File: src/rtl/cmd_tree_consts.vh
`ifndef CMD_TREE_CONSTS_VH
`define CMD_TREE_CONSTS_VH

// common command opcodes, presented on cmd_op when cmd_common is high
`define OP_RCL     4'h0
`define OP_RST     4'h1
`define OP_SAV     4'h2
`define OP_SRE     4'h3
`define OP_SRE_Q   4'h4
`define OP_STB_Q   4'h5
`define OP_TST_Q   4'h6
`define OP_WAI     4'h7
`define OP_OPC     4'h8
`define OP_OPC_Q   4'h9

// slot and mask limits
`define RCL_MIN    16'sh0000
`define RCL_MAX    16'sh000a
`define SAV_MIN    16'sh0001
`define SAV_MAX    16'sh000a
`define SRE_MIN    16'sh0000
`define SRE_MAX    16'sh00ff
`define SLOT_COUNT 11
`define SLOT_DEF   4'h0

// status byte bit that carries the master summary
`define STB_MSS_BIT 6
`define STB_MSS_MSK 8'h40

// error codes reported on err_code
`define ERR_UNDEF_HDR 8'h7b
`define ERR_PARAM     8'he0

// header word codes
`define W_LAS 4'h1
`define W_TEC 4'h2
`define W_DIS 4'h3
`define W_OUT 4'h4
`define W_DEC 4'h5
`define W_SET 4'h6
`define W_R   4'h7
`define W_T   4'h8

// tree node codes, root is node 0
`define N_ROOT    4'h0
`define N_LAS     4'h1
`define N_TEC     4'h2
`define N_LAS_DIS 4'h3
`define N_LAS_OUT 4'h4
`define N_LAS_DEC 4'h5
`define N_LAS_DS  4'h6
`define N_TEC_DIS 4'h7
`define N_TEC_SET 4'h8
`define N_TEC_R   4'h9
`define N_TEC_DT  4'ha
`define N_TEC_SR  4'hb

// mask reset value and the "1" answer that ends a wait
`define SRE_RST   8'h00
`define RESP_ONE  16'h0001

`endif

File: src/rtl/tree_lookup.v
`timescale 1ns/1ps
`include "cmd_tree_consts.vh"

// command tree: finds a child of a node by header word, and the parent of a node
module tree_lookup (
    input  wire [3:0] node,
    input  wire [3:0] word,
    input  wire [3:0] up_node,
    output reg        hit,
    output reg  [3:0] child,
    output reg  [3:0] parent
);

    // child search only looks one level below node, never across siblings
    always @* begin
        hit   = 1'b1;
        child = `N_ROOT;
        case ({node, word})
            {`N_ROOT, `W_LAS}:    child = `N_LAS;
            {`N_ROOT, `W_TEC}:    child = `N_TEC;
            {`N_LAS, `W_DIS}:     child = `N_LAS_DIS;
            {`N_LAS, `W_OUT}:     child = `N_LAS_OUT;
            {`N_LAS, `W_DEC}:     child = `N_LAS_DEC;
            {`N_LAS_DIS, `W_SET}: child = `N_LAS_DS;
            {`N_TEC, `W_DIS}:     child = `N_TEC_DIS;
            {`N_TEC, `W_SET}:     child = `N_TEC_SET;
            {`N_TEC, `W_R}:       child = `N_TEC_R;
            {`N_TEC_DIS, `W_T}:   child = `N_TEC_DT;
            {`N_TEC_SET, `W_R}:   child = `N_TEC_SR;
            default:              hit = 1'b0;
        endcase
    end

    // parent table used for the upward walk
    always @* begin
        case (up_node)
            `N_LAS, `N_TEC:                       parent = `N_ROOT;
            `N_LAS_DIS, `N_LAS_OUT, `N_LAS_DEC:   parent = `N_LAS;
            `N_LAS_DS:                            parent = `N_LAS_DIS;
            `N_TEC_DIS, `N_TEC_SET, `N_TEC_R:     parent = `N_TEC;
            `N_TEC_DT:                            parent = `N_TEC_DIS;
            `N_TEC_SR:                            parent = `N_TEC_SET;
            default:                              parent = `N_ROOT;
        endcase
    end

endmodule

File: src/rtl/remote_common_cmd_tree_parser.v
`timescale 1ns/1ps
`include "cmd_tree_consts.vh"

module remote_common_cmd_tree_parser #(
    parameter AW            = 24,             // argument width, signed fixed point
    parameter FB            = 8,              // fraction bits of the argument
    parameter SW            = 32,             // width of one setup image
    parameter [SW-1:0] DEFAULT_SETUP = 32'h0000_0000
) (
    input  wire          clk,
    input  wire          rst_n,
    input  wire          cmd_valid,
    output wire          cmd_ready,
    input  wire          cmd_common,
    input  wire [3:0]    cmd_op,
    input  wire          cmd_first,
    input  wire          cmd_abs,
    input  wire [1:0]    hdr_len,
    input  wire [3:0]    hdr_w0,
    input  wire [3:0]    hdr_w1,
    input  wire [3:0]    hdr_w2,
    input  wire [AW-1:0] cmd_arg,
    input  wire [SW-1:0] setup_in,
    output wire [SW-1:0] setup_out,
    output wire          setup_load,
    output wire          outputs_off,
    output wire          exec_valid,
    output wire [3:0]    exec_node,
    output wire [3:0]    cur_level,
    output wire [7:0]    sre_mask,
    input  wire [7:0]    stb_in,
    output wire          resp_valid,
    output wire [15:0]   resp_data,
    output wire          err_valid,
    output wire [7:0]    err_code,
    input  wire          no_op_pending,
    output wire          opc_done,
    output wire          selftest_start,
    input  wire          selftest_done,
    input  wire [15:0]   selftest_result
);

    // one-hot states
    localparam [3:0] S_IDLE = 4'b0001;   // ready for a command
    localparam [3:0] S_WALK = 4'b0010;   // resolving a header
    localparam [3:0] S_WAIT = 4'b0100;   // holding until nothing is pending
    localparam [3:0] S_TEST = 4'b1000;   // self-test running

    localparam [AW-1:0] HALF = {{(AW-1){1'b0}}, 1'b1} << (FB - 1);

    // round to nearest, halves away from zero, then drop the fraction
    function signed [AW-1:0] round_arg;
        input [AW-1:0] a;
        reg   [AW-1:0] m;
        begin
            m = a[AW-1] ? (~a + {{(AW-1){1'b0}}, 1'b1}) : a;
            m = (m + HALF) >> FB;
            round_arg = a[AW-1] ? (~m + {{(AW-1){1'b0}}, 1'b1}) : m;
        end
    endfunction

    // signed range check shared by all numeric commands
    function in_range;
        input signed [AW-1:0] v;
        input signed [15:0]   lo;
        input signed [15:0]   hi;
        begin
            in_range = (v >= lo) && (v <= hi);
        end
    endfunction

    // state and registered outputs
    reg [3:0]    state_q;             // controller state
    reg [SW-1:0] slot_mem [1:`SLOT_COUNT-1]; // saved setups; slot 0 is a constant
    reg [SW-1:0] setup_q;             // setup image last restored
    reg          load_q;              // setup_out valid strobe
    reg          off_q;               // both outputs off strobe
    reg          exec_q;              // resolved header strobe
    reg [3:0]    exec_node_q;         // resolved leaf node
    reg [3:0]    cur_q;               // remembered path level
    reg [3:0]    base_q;              // level where the current search starts
    reg [3:0]    node_q;              // node reached while descending
    reg [1:0]    idx_q;               // header word being matched
    reg [1:0]    len_q;               // header word count minus one
    reg [3:0]    w0_q;                // latched header words
    reg [3:0]    w1_q;
    reg [3:0]    w2_q;
    reg [7:0]    sre_q;               // service request enable mask
    reg          resp_q;              // response strobe
    reg [15:0]   resp_data_q;         // response value
    reg          err_q;               // error strobe
    reg [7:0]    err_code_q;          // error code
    reg          opc_pend_q;          // operation complete command armed
    reg          opc_done_q;          // operation complete event strobe
    reg          wait_resp_q;         // wait ends with a "1" answer
    reg          test_go_q;           // self-test start strobe

    wire signed [AW-1:0] rnd = round_arg(cmd_arg);
    wire [3:0]  slot   = rnd[3:0];
    wire        take   = cmd_valid && (state_q == S_IDLE);
    wire        rcl_ok = in_range(rnd, `RCL_MIN, `RCL_MAX);
    wire        sav_ok = in_range(rnd, `SAV_MIN, `SAV_MAX);
    wire        sre_ok = in_range(rnd, `SRE_MIN, `SRE_MAX);
    // summary from enabled bits; bit 6 of the incoming byte is ignored
    wire        mss    = |(stb_in & sre_q & ~`STB_MSS_MSK);
    wire [7:0]  stb    = {stb_in[7], mss, stb_in[5:0]};

    // word under test during the walk
    reg  [3:0]  cur_word;
    wire        lk_hit;
    wire [3:0]  lk_child;
    wire [3:0]  lk_parent;

    always @* begin
        case (idx_q)
            2'd0:    cur_word = w0_q;
            2'd1:    cur_word = w1_q;
            default: cur_word = w2_q;
        endcase
    end

    tree_lookup u_tree (
        .node    (node_q),
        .word    (cur_word),
        .up_node (base_q),
        .hit     (lk_hit),
        .child   (lk_child),
        .parent  (lk_parent)
    );

    assign cmd_ready      = (state_q == S_IDLE);
    assign setup_out      = setup_q;
    assign setup_load     = load_q;
    assign outputs_off    = off_q;
    assign exec_valid     = exec_q;
    assign exec_node      = exec_node_q;
    assign cur_level      = cur_q;
    assign sre_mask       = sre_q;
    assign resp_valid     = resp_q;
    assign resp_data      = resp_data_q;
    assign err_valid      = err_q;
    assign err_code       = err_code_q;
    assign opc_done       = opc_done_q;
    assign selftest_start = test_go_q;

    // slot memory has no reset; it stands in for non-volatile storage
    always @(posedge clk) begin
        if (take && cmd_common && cmd_op == `OP_SAV && sav_ok) begin
            slot_mem[slot] <= setup_in;
        end
    end

    // main controller
    always @(posedge clk) begin
        if (!rst_n) begin
            state_q     <= S_IDLE;
            setup_q     <= DEFAULT_SETUP;
            load_q      <= 1'b0;
            off_q       <= 1'b0;
            exec_q      <= 1'b0;
            exec_node_q <= `N_ROOT;
            cur_q       <= `N_ROOT;
            base_q      <= `N_ROOT;
            node_q      <= `N_ROOT;
            idx_q       <= 2'd0;
            len_q       <= 2'd0;
            w0_q        <= 4'h0;
            w1_q        <= 4'h0;
            w2_q        <= 4'h0;
            sre_q       <= `SRE_RST;
            resp_q      <= 1'b0;
            resp_data_q <= 16'h0000;
            err_q       <= 1'b0;
            err_code_q  <= 8'h00;
            opc_pend_q  <= 1'b0;
            opc_done_q  <= 1'b0;
            wait_resp_q <= 1'b0;
            test_go_q   <= 1'b0;
        end else begin
            // strobes default low
            load_q     <= 1'b0;
            off_q      <= 1'b0;
            exec_q     <= 1'b0;
            resp_q     <= 1'b0;
            err_q      <= 1'b0;
            opc_done_q <= 1'b0;
            test_go_q  <= 1'b0;

            // armed operation complete fires once nothing is pending
            if (opc_pend_q && no_op_pending) begin
                opc_pend_q <= 1'b0;
                opc_done_q <= 1'b1;
            end

            case (state_q)
                S_IDLE: begin
                    if (take && cmd_common) begin
                        // common commands leave cur_q alone
                        case (cmd_op)
                            `OP_RCL: begin
                                if (rcl_ok) begin
                                    setup_q <= (slot == `SLOT_DEF) ? DEFAULT_SETUP
                                               : slot_mem[slot];
                                    load_q  <= 1'b1;
                                    off_q   <= 1'b1;
                                end else begin
                                    err_q      <= 1'b1;
                                    err_code_q <= `ERR_PARAM;
                                end
                            end
                            `OP_RST: begin
                                setup_q     <= DEFAULT_SETUP;
                                load_q      <= 1'b1;
                                off_q       <= 1'b1;
                                opc_pend_q  <= 1'b0;
                                opc_done_q  <= 1'b0;
                                wait_resp_q <= 1'b0;
                                state_q     <= S_WAIT;
                            end
                            `OP_SAV: begin
                                if (!sav_ok) begin
                                    err_q      <= 1'b1;
                                    err_code_q <= `ERR_PARAM;
                                end
                            end
                            `OP_SRE: begin
                                if (sre_ok) begin
                                    sre_q <= rnd[7:0];
                                end else begin
                                    err_q      <= 1'b1;
                                    err_code_q <= `ERR_PARAM;
                                end
                            end
                            `OP_SRE_Q: begin
                                resp_q      <= 1'b1;
                                resp_data_q <= {8'h00, sre_q};
                            end
                            `OP_STB_Q: begin
                                resp_q      <= 1'b1;
                                resp_data_q <= {8'h00, stb};
                            end
                            `OP_TST_Q: begin
                                test_go_q <= 1'b1;
                                state_q   <= S_TEST;
                            end
                            `OP_WAI: begin
                                wait_resp_q <= 1'b0;
                                state_q     <= S_WAIT;
                            end
                            `OP_OPC: begin
                                opc_pend_q <= 1'b1;
                            end
                            `OP_OPC_Q: begin
                                wait_resp_q <= 1'b1;
                                state_q     <= S_WAIT;
                            end
                            default: begin
                                err_q      <= 1'b1;
                                err_code_q <= `ERR_UNDEF_HDR;
                            end
                        endcase
                    end else if (take) begin
                        // first command or leading colon starts at root,
                        // otherwise at the remembered level
                        w0_q   <= hdr_w0;
                        w1_q   <= hdr_w1;
                        w2_q   <= hdr_w2;
                        len_q  <= hdr_len;
                        idx_q  <= 2'd0;
                        if (cmd_first || cmd_abs) begin
                            base_q <= `N_ROOT;
                            node_q <= `N_ROOT;
                        end else begin
                            base_q <= cur_q;
                            node_q <= cur_q;
                        end
                        state_q <= S_WALK;
                    end
                end

                S_WALK: begin
                    if (lk_hit) begin
                        if (idx_q == len_q) begin
                            // leaf reached; its parent is the new level
                            exec_q      <= 1'b1;
                            exec_node_q <= lk_child;
                            cur_q       <= node_q;
                            state_q     <= S_IDLE;
                        end else begin
                            // descend only along spelled-out words
                            node_q <= lk_child;
                            idx_q  <= idx_q + 2'd1;
                        end
                    end else if (base_q == `N_ROOT) begin
                        err_q      <= 1'b1;
                        err_code_q <= `ERR_UNDEF_HDR;
                        state_q    <= S_IDLE;
                    end else begin
                        // restart the whole header one level up
                        base_q <= lk_parent;
                        node_q <= lk_parent;
                        idx_q  <= 2'd0;
                    end
                end

                S_WAIT: begin
                    // commands stay refused until nothing is pending
                    if (no_op_pending) begin
                        resp_q      <= wait_resp_q;
                        resp_data_q <= wait_resp_q ? `RESP_ONE : resp_data_q;
                        wait_resp_q <= 1'b0;
                        state_q     <= S_IDLE;
                    end
                end

                S_TEST: begin
                    // answer only once the test reports its end
                    if (selftest_done) begin
                        resp_q      <= 1'b1;
                        resp_data_q <= selftest_result;
                        state_q     <= S_IDLE;
                    end
                end

                default: begin
                    state_q <= S_IDLE;
                end
            endcase
        end
    end

endmodule

File: config.mk
export PLATFORM = sky130hd
export DESIGN_NAME = remote_common_cmd_tree_parser
export DESIGN_NICKNAME = d
export VERILOG_FILES = /design/src/rtl/tree_lookup.v /design/src/rtl/remote_common_cmd_tree_parser.v
export VERILOG_INCLUDE_DIRS = /design/src /design/src/rtl
export SDC_FILE = /design/constraint.sdc
export NUM_CORES = 1
export LEC_CHECK = 0
export BUFFER_PORTS_ARGS = -buffer_cell sky130_fd_sc_hd__buf_2
export CAP_MARGIN = 30
export CORE_MARGIN = 2
export CORE_UTILIZATION = 25
export CTS_BUF_LIST = sky130_fd_sc_hd__clkbuf_4 sky130_fd_sc_hd__clkbuf_8
export DETAILED_ROUTE_END_ITERATION = 7
export SYNTH_ARGS = -nofsm -noshare
export SYNTH_HDL_FRONTEND = slang
export SYNTH_SLANG_ARGS = --single-unit
export TNS_END_PERCENT = 100
File: constraint.sdc
create_clock -name clk -period 10.2 [get_ports clk]
set_clock_uncertainty 0.05 [all_clocks]
set_input_delay 2.55 -clock clk [delete_from_list [all_inputs] [get_ports clk]]
set_output_delay 2.55 -clock clk [all_outputs]
set_load 0.02 [all_outputs]
# After elaboration in Yosys (flattened, before gate mapping)
# Memories as Yosys holds them, arrays and structs flattened. A register that Yosys moved wholly into a read port is not among the register bits.
# Index checks and enable logic that the tools add are counted.
classes:
  addsub: 4
  n_eq_ne: 48
  shifts: 0
  order_cmp: 4
  div: 0
  n_reduce_logical: 35
  bitwise: 4
  muxes: 79
  n_mul: 0
ops:
  columns: ["operator", "count"]
  rows:
  - ["two-way mux 16 bit", 4]
  - ["two-way mux 32 bit", 2]
  - ["two-way mux 4 bit", 16]
  - ["case mux 32 bit (2 select lines)", 1]
  - ["adder 24 x 1 -> 24 bit (second input constant)", 2]
  - ["two-way mux 24 bit", 2]
  - ["two-way mux 8 bit", 6]
  - ["case mux 16 bit (3 select lines)", 1]
  - ["case mux 4 bit (11 select lines)", 1]
  - ["== test 8 x 6 -> 1 bit (second input constant)", 4]
  - ["case mux 16 bit (2 select lines)", 1]
  - ["case mux 4 bit (2 select lines)", 4]
  - ["case mux 8 bit (4 select lines)", 1]
  - ["two-way mux 1 bit", 25]
  - ["adder 24 x 8 -> 24 bit (second input constant)", 1]
  - ["== test 8 x 5 -> 1 bit (second input constant)", 3]
  - [">= comparator 24 x 1 -> 1 bit (second input constant)", 1]
  - [">= comparator 24 x 2 -> 1 bit (second input constant)", 1]
  - ["<= comparator 24 x 5 -> 1 bit (second input constant)", 1]
  - ["<= comparator 24 x 9 -> 1 bit (second input constant)", 1]
  - ["inverter 16 -> 24 bit", 1]
  - ["inverter 24 bit", 1]
  - ["inequality test 3 bit (second input constant)", 7]
  - ["== test 4 x 3 -> 1 bit (second input constant)", 5]
  - ["other kinds (39)", 82]
totals:
  romBits: 64
  latchBits: 0
  register_bits: 108
  word_cells: 198
  memories: 2
  inputBits: 106
  output_inout_bits: 80
  ramBits: 320
memory_table:
  columns: ["name", "depth", "width", "rd", "rd_ports_with_merged_regs", "wr", "line_no", "text"]
  rows:
  - ["slot_mem", 10, 32, 1, 0, 1, "remote_common_cmd_tree_parser.v:74", "reg [SW-1:0] slot_mem [1:`SLOT_COUNT-1];"]
  - ["(no name shown)", 16, 4, 1, 1, 0, "tree_lookup.v:36", "case (up_node)"]

# Longest topological paths before layout
# Gate-level depths: netlist of run 1.
depth:
  ltp_word: 13
  ltp_mapped: 23
  mapped_depth_nobuf: 19

# Modules after synthesis
# A second synthesis of run 1 with hierarchy kept.
hier_totals:
  cells_unflattened: 1502
  hier_area_um2: 18794.3
by_module_without_submodules:
  columns: ["module", "area_each_um2", "cells_each", "n_inst", "seq_area_each_um2"]
  rows:
  - ["remote_common_cmd_tree_parser", 18426.4, 1448, 1, 11671.2]
  - ["tree_lookup", 367.9, 54, 1, 0.0]

# Worst setup path after synthesis of run 1
# Ideal clock, no wire load.
synth_path:
  path_kind: "in2reg"
  startpoint: "input port cmd_arg[23]"
  endpoint: "memory slot_mem[2][0], enable pin"
  required_time_ps: 9649
  setup_ps: 501
  path_stages: 21
  path_slack_ps: -445
  arrival_time_ps: 10094
  cell_sequence: "clkbuf_1 > clkbuf_1 > buf_1 > clkbuf_1 > nand2_1 > xnor2_1 > ha_1 > clkbuf_1 > clkbuf_1 > buf_1 > inv_1 > ha_1 > xor2_1 > nor2_1 > xnor2_1 > xnor2_1 > nand2b_1 > a211o_1 > mux2i_1 > nand4_1 > nor4_1"
synth_between:
  elab_cells_between_ends: 13
  cone_classes: "add/sub: 3; order compare: 2; mux: 4; bitwise: 2; reduce/logical: 2"
synth_lines:
  columns: ["item", "line_no", "text"]
  rows:
  - ["start, declared", "remote_common_cmd_tree_parser.v:22", "input wire [AW-1:0] cmd_arg,"]
  - ["two-way mux 24 bit", "remote_common_cmd_tree_parser.v:56", "m = a[AW-1] ? (~a + {{(AW-1){1'b0}}, 1'b1}) : a;"]
  - ["adder 24 x 8 -> 24 bit", "remote_common_cmd_tree_parser.v:57", "m = (m + HALF) >> FB;"]
  - ["inverter 16 -> 24 bit", "remote_common_cmd_tree_parser.v:58", "round_arg = a[AW-1] ? (~m + {{(AW-1){1'b0}}, 1'b1}) : m;"]
  - ["adder 24 x 1 -> 24 bit", "remote_common_cmd_tree_parser.v:58", null]
  - ["two-way mux 24 bit *", "remote_common_cmd_tree_parser.v:58", null]
  - ["via rnd[0]", "remote_common_cmd_tree_parser.v:98", "wire signed [AW-1:0] rnd = round_arg(cmd_arg);"]
  - [">= comparator 24 x 2 -> 1 bit or <= comparator 24 x 5 -> 1 bit (tied branches)", "remote_common_cmd_tree_parser.v:68", "in_range = (v >= lo) && (v <= hi);"]
  - ["logical AND 1 bit", "remote_common_cmd_tree_parser.v:68", null]
  - ["logical AND 1 bit", "remote_common_cmd_tree_parser.v:148", "if (take && cmd_common && cmd_op == `OP_SAV && sav_ok) begin"]
  - ["two-way mux 1 bit", "remote_common_cmd_tree_parser.v:148", null]
  - ["two-way mux 1 bit (implied by the code)", "remote_common_cmd_tree_parser.v:149", "slot_mem[slot] <= setup_in;"]
  - ["end, declared", "remote_common_cmd_tree_parser.v:74", null]
# Mark *: on every way through the listed nets, which the timed path passes. The rest lies on a longest branch.

# Worst setup path after layout of run 1
layout_path:
  startpoint: "input port cmd_arg[7]"
  endpoint: "memory slot_mem[7][11], enable pin"
layout_between:
  elab_chain_cells: 12
  elab_cells_between_ends: 13
  cone_classes: "add/sub: 3; order compare: 2; mux: 4; bitwise: 2; reduce/logical: 2"
layout_rtl:
  columns: ["item", "line_no"]
  rows:
  - ["inverter 24 bit", "remote_common_cmd_tree_parser.v:56"]
  - ["adder 24 x 1 -> 24 bit", "remote_common_cmd_tree_parser.v:56"]
  - ["two-way mux 24 bit *", "remote_common_cmd_tree_parser.v:56"]
  - ["adder 24 x 8 -> 24 bit *", "remote_common_cmd_tree_parser.v:57"]
  - ["inverter 16 -> 24 bit", "remote_common_cmd_tree_parser.v:58"]
  - ["adder 24 x 1 -> 24 bit", "remote_common_cmd_tree_parser.v:58"]
  - ["two-way mux 24 bit *", "remote_common_cmd_tree_parser.v:58"]
  - ["via rnd[0]", "remote_common_cmd_tree_parser.v:98"]
  - [">= comparator 24 x 2 -> 1 bit or <= comparator 24 x 5 -> 1 bit (tied branches)", "remote_common_cmd_tree_parser.v:68"]
  - ["logical AND 1 bit", "remote_common_cmd_tree_parser.v:68"]
  - ["logical AND 1 bit", "remote_common_cmd_tree_parser.v:148"]
  - ["two-way mux 1 bit", "remote_common_cmd_tree_parser.v:148"]
  - ["two-way mux 1 bit (implied by the code)", "remote_common_cmd_tree_parser.v:149"]
# Marks and branches as above.

==> results of run 1 <==
power groups by stage:
stage                     registers, mW  clock network, mW  logic [mW]
after floorplan                    1.96                  0       0.522
after global placement             1.94                  0       0.763
after detailed placement           1.95                  0       0.779
after CTS                          1.91               1.57       0.782
after global routing               1.91               1.64       0.858
final                              1.91               1.52       0.781
per-stage QoR:
step	setup slack [ps]	total power, mW	util
3_3_place_gp	1420	2.71	0.279
6_report	1980	4.21	0.299
5_1_grt	1450	4.41	0.299
3_5_place_dp	1290	2.73	0.280
2_1_floorplan	391	2.49	-
4_1_cts	2010	4.26	0.298
flip-flops by register name, summed over array words and instances (netlist names), 2 cells and up:
register,cells
slot_mem,320
setup_out,32
resp_data,16
sre_mask,8
base_q,4
cur_level,4
exec_node,4
node_q,4
state_q,4
u_tree.parent,4
w0_q,4
w1_q,4
w2_q,4
err_code,3
idx_q,2
len_q,2
layout by cell type (no fill, tap or decap), types with 5 or more instances in the layout:
cell	Yosys	final
or3_1	8	8
dfxtp_1	107	107
o21ai_0	35	35
xnor2_1	22	21
and2_1	5	5
clkinv_2	0	9
mux4_2	32	32
nor3_2	5	5
and3_1	9	9
clkinv_1	0	10
clkbuf_4	0	26
nor4b_1	8	6
nor2b_1	31	31
clkbuf_8	0	78
a211oi_1	67	67
nand2b_1	14	14
o41ai_1	6	6
o211ai_1	14	14
nor3b_1	7	7
nand4_1	12	12
nor3_1	17	14
inv_1	15	15
mux2i_1	128	128
nor4_1	9	6
a21oi_1	86	85
buf_2	5	182
buf_4	6	27
o211a_1	11	11
or4_1	8	8
a21o_1	5	5
nor2_1	111	108
nand2_1	157	157
a21boi_0	27	27
o31ai_1	7	7
nand3b_1	5	5
xor2_1	16	15
nand3_1	22	22
edfxtp_1	320	320
kinds of logic (layout without fill, tap and decap cells):
family | Yosys count | in the layout
AO/OA/AOI/OAI | 314 | 314
multiplexers | 163 | 163
flip-flops | 427 | 427
buffers and inverters | 120 | 356
other | 1 | 1
AND/OR/NAND/NOR | 444 | 444
XOR/XNOR | 38 | 38
adder cells (fa/ha/maj) | 4 | 4
area by class of cell:
type                       count  share of cell area
sequential                   427               0.518
multi-input combinational    964               0.309
clock buffer                 103              0.0556
tap                          978              0.0540
timing repair buffer         214              0.0536
clock inverter                24             0.00712
inverter                      15             0.00248
worst max-delay path, cell delays in order:
cell and delay (ps):
buf_2 180, nor4_1 630, nand2_1 290, nand2_1 160, xnor2_1 180, ha_4 280
or3_1 370, or4_1 400, nand4_1 160, mux2_2 350, o21ai_0 150, nand2_1 170
xnor2_1 470, a211oi_1 140, mux2i_1 360, nand4_1 380, or2_4 410, nor2_4 560
buf_4 310
how the worst min path moves through the flow:
stage | from | endpoint | cells after the start
after CTS | setup_out[14] | setup_out[14] | 2
final | setup_out[19] | setup_out[19] | 2
after global routing | setup_out[24] | setup_out[24] | 2
after floorplan | w0_q[1] | w0_q[1] | 2
after global placement | setup_out[19] | setup_out[19] | 2
after detailed placement | setup_out[20] | setup_out[20] | 2
layer usage:
metal / up-vias / routed length (microns) / GRT usage / part of all wire
li1: 6099 / - / - / -
met2: 410 / 23100 / 0.201 / 0.47
met1: 6271 / 21800 / 0.159 / 0.44
met4: 10 / 1060 / 0.0346 / 0.022
met3: 81 / 3050 / 0.0321 / 0.062
met5: - / 63 / 0 / 0.0013
==> results_dict.tcl, run 1 <==
set metrics [dict create \
    hold_ws_ps 405 \
    cp_data_required_time_ps 10490 \
    synth_cell_types 85 \
    synth-seq-cells 427 \
    place_hpwl_mm 31.6 \
    seqPwrFrac 0.454 \
    intPower_mw 3.00 \
    synthesis.area_sq_um 19100 \
    period_minus_slack_ps 8220 \
    synth_common_cells "320 x edfxtp_1, 157 x nand2_1, 128 x mux2i_1" \
    rrSetupSlack_ps 5990 \
    initial_core_util 0.252 \
    async_flop_share 0 \
    ys.flop_type "edfxtp_1" \
    antenna_found_initial 8 \
    critPathLaunchType "primary input" \
    max_freq_mhz 122 \
    die-area_sq_um 78600 \
    clk_latency_ps 660 \
    synth_edf_count 320 \
    finalNetCount 1804 \
    final_area_sq_um 22700 \
    setup_viol 0 \
    clock-sinks 427 \
    syn_nets 1621 \
    muxShareOfSynthArea 0.107 \
    clockBufferDepth 3 \
    drv_cap 0 \
    gr-total-overflow 0 \
    drtPass1Iterations 6 \
    rr_worst_depth 13 \
    synth_most_common_cell "edfxtp_1" \
    final_cells 2725 \
    dieHeight_microns 280 \
    viasPerCell 4.72 \
    synth-compound-area-share 0.116 \
    post_synth.cell_area_avg_sq_um 12.6 \
    nFillCells 7654 \
    hp-class "flip-flop to flip-flop" \
    place_inst 2596 \
    num_rows 101 \
    yosysSeqAreaShare 0.615 \
    synth_area_leader_cell "edfxtp_1" \
    crit_end "slot_mem[7][11]" \
    fp.dieW_microns 280 \
    worstPathArrival_ps 8500 \
    slew-limit-headroom 0.333 \
    clk_pin_slew_ps 60 \
    syn_inst 1511 \
    port-buffer-count 183 \
    post_cts_buffers 0 \
    synth.area.top_cells "edfxtp_1 50%, dfxtp_1 11%, mux2i_1 6.7%" \
    pin_count 186 \
    regArea_sq_um 11800 \
    hold_viol 0 \
    drt-total-wl_mm 49.1 \
    peakVddDrop_mv 0.110 \
    synth_top_area_share 0.503 \
    crit_fanout 19 \
    cts_resized 0 \
    setup_tns_ps 0 \
    powerDensity_nw_per_um2 186 \
    cts_buffers 72 \
    grt_pass1_vias 12800 \
    drc 0 \
    cts_hold_buf 0 \
    vias 12900 \
    n_antenna_cell 0 \
    place_congestion 0.807 \
    swShare 0.286 \
    rr_endpoint "node_q[1]" \
    p_clk_frac 0.361 \
    startpoint "cmd_arg[7]" \
    criticalPathCategory "primary input to flip-flop" \
    drt_iter0_markers 985 \
    power_switching_mw 1.21 \
    status "finished, final reports clean" \
    yosysWarnings 0 \
    cts_root_buf "clkbuf_8" \
    synth-simple-area-share 0.115 \
    drive_above_1_share 0.235 \
    wl_per_cell_microns 18.0 \
    worstReg2RegStart "idx_q[0]" \
    grt_pass1_wl_mm 74.7 \
    leakagePower_nw 7.94 \
    rsz0062_at_grt "false" \
    end_kind "flip-flop" \
    placed_area_sq_um 21200 \
    pwr-share-comb 0.186 \
    synthAdderAreaFrac 0.00262 \
    htree_num_levels 3 \
    multi_input_area_sq_um 7000 \
    grt_util_all_layers 0.122 \
    cts_tree "yes" \
    area_growth_pct 18.7 \
    fp.coreArea_sq_um 75800 \
    synth_top_family_by_area "compound AO/OA/AOI/OAI gates" \
    grt_max_degree 84 \
    tightest_slew_ps 997 \
    antenna_left 0 \
    period_share 0.806 \
    synth_xor_area_frac 0.0174 \
    finalMaxSlewViolations 0 \
]
No activity file was read; power rests on OpenSTA's default activity.
==> run 2, diff against run 1 <==
clock period = 8.5 ns   (was 10.2 ns; I/O delays follow)
==> results_dict.tcl, run 2 (same netlist as run 1, synthesis figures left out) <==
set metrics [dict create \
    rr_worst_depth 14 \
    worst_hold_path.num_cells 2 \
    regArea_sq_um 11800 \
    area_growth_pct 18.8 \
    final_area_sq_um 22700 \
    period_share 0.867 \
    peakVddDrop_mv 0.120 \
    powerDensity_nw_per_um2 220 \
    grt_max_degree 106 \
    wl_met3_mm 2.93 \
    finalMaxSlewViolations 0 \
    dieHeight_microns 280 \
    pin_count 186 \
    viasPerCell 4.74 \
    criticalPathCategory "primary input to flip-flop" \
    drc 0 \
    clock-sinks 427 \
    worstReg2RegStart "idx_q[0]" \
    fp.dieW_microns 280 \
    drt_iter0_markers 795 \
    antenna_found_initial 9 \
    worstPathArrival_ps 7650 \
    rsz0062_at_grt "false" \
    max_freq_mhz 136 \
    wl_met2_mm 23.6 \
    holdPathEnd "setup_out[5]" \
    crit_top_cell "nand2_1" \
    post_cts_buffers 0 \
    cts_buffers 71 \
    cts_tree "yes" \
    final_cell_mix "320 x edfxtp_1, 182 x buf_2, 157 x nand2_1" \
    die-area_sq_um 78600 \
    clockBufferDepth 3 \
    antenna_left 0 \
    period_minus_slack_ps 7370 \
    grt_pass1_wl_mm 76.1 \
    drive_above_1_share 0.233 \
    place_hpwl_mm 31.4 \
    nFillCells 7657 \
    largest_reg_flops 320 \
    end_kind "flip-flop" \
    startpoint "cmd_arg[7]" \
    tightest_slew_ps 941 \
    final_common_cell "edfxtp_1" \
    finalNetCount 1809 \
    drtPass1Iterations 5 \
    rr_endpoint "idx_q[1]" \
    cts_hold_buf 0 \
    num_rows 101 \
    grt_pass1_vias 13200 \
    hold_path.startpoint "setup_out[5]" \
    gr-total-overflow 0 \
    cp_slowest_cell "a2111oi_2" \
    met1_length_mm 22.2 \
    drv_cap 0 \
    clk_pin_slew_ps 60 \
    slew-limit-headroom 0.373 \
    cp_cell_sequence "buf_2, nor4_1, buf_4, nand2_1, nand2_1, xnor2_1, ha_4, nand2_1, or4_1, o311a_1, a21o_1, a2111oi_2, nand3_1, and4bb_1, a41oi_1, nor3_2, nand4_1, or2_4, nor2_4, buf_12" \
    grt_util_all_layers 0.125 \
    fp.coreArea_sq_um 75800 \
    drt-total-wl_mm 49.6 \
    rrSetupSlack_ps 4210 \
    initial_core_util 0.252 \
    placed_area_sq_um 21300 \
    htree_num_levels 3 \
    port-buffer-count 183 \
    clk_latency_ps 630 \
    place_congestion 0.821 \
    wl_per_cell_microns 18.1 \
    crit_fanout 21 \
    status "finished, final reports clean" \
    fin_ws_ps 1130 \
    power.total_mw 5.00 \
    cp_data_required_time_ps 8780 \
    setup_tns_ps 0 \
    cpPeakStageDelay_ps 550 \
    cts_root_buf "clkbuf_8" \
    regMostFlops "slot_mem" \
    top_layer_used "met5" \
    dp_slack_ps 447 \
    hold_viol 0 \
    hp-class "flip-flop to flip-flop" \
    setup_viol 0 \
    critPathLaunchType "primary input" \
    leakagePower_nw 7.95 \
    multi_input_area_sq_um 7000 \
    cts_resized 0 \
    vias 13000 \
]
-- run 2: cell type report --
class,count,area share
Sequential cell,427,0.518
Multi-Input combinational cell,964,0.309
Timing Repair Buffer,220,0.0560
Clock buffer,101,0.0549
Tap cell,978,0.0539
Clock inverter,25,0.00612
Inverter,15,0.00248
Antenna cell,2,0.000221
-- run 2: critical path: cells and delay by family --
family | cells | cell delay, ps
buffers and inverters | 3 | 620
XOR/XNOR | 1 | 170
AND/OR/NAND/NOR | 11 | 3150
AO/OA/AOI/OAI | 4 | 1310
adder cells (fa/ha/maj) | 1 | 230
-- run 2: metrics by stage --
stage | hold slack (ps) | utilization | instances
4_1_cts | 409 | 0.299 | 2729
3_5_place_dp | 394 | 0.281 | 2603
2_1_floorplan | 393 | - | 1511
3_3_place_gp | 391 | 0.280 | 2602
6_report | 404 | 0.299 | 2732
5_1_grt | 424 | 0.299 | 2731
-- run 2: worst max path at each step --
stage / slack [ps] / to
finish: 1130 / slot_mem[7][13]
CTS: 1150 / slot_mem[7][13]
detailed placement: 450 / slot_mem[7][21]
floorplan: -470 / slot_mem[2][0]
global placement: 560 / slot_mem[7][21]
global route: 700 / slot_mem[7][31]
-- run 2: per-layer routing --
layer  global-route usage  vias up
li1                     -     6115
met1                0.159     6403
met2                0.209      356
met3               0.0342       76
met4               0.0310       10
met5                    0        -
-- run 2: where the power goes --
group	total (mW)	leakage [nW]	switching, mW	internal, mW
logic	0.938	3.48	0.594	0.344
clock network	1.77	0.728	0.817	0.950
registers	2.29	3.74	0.0211	2.27
total	5.00	7.95	1.43	3.56
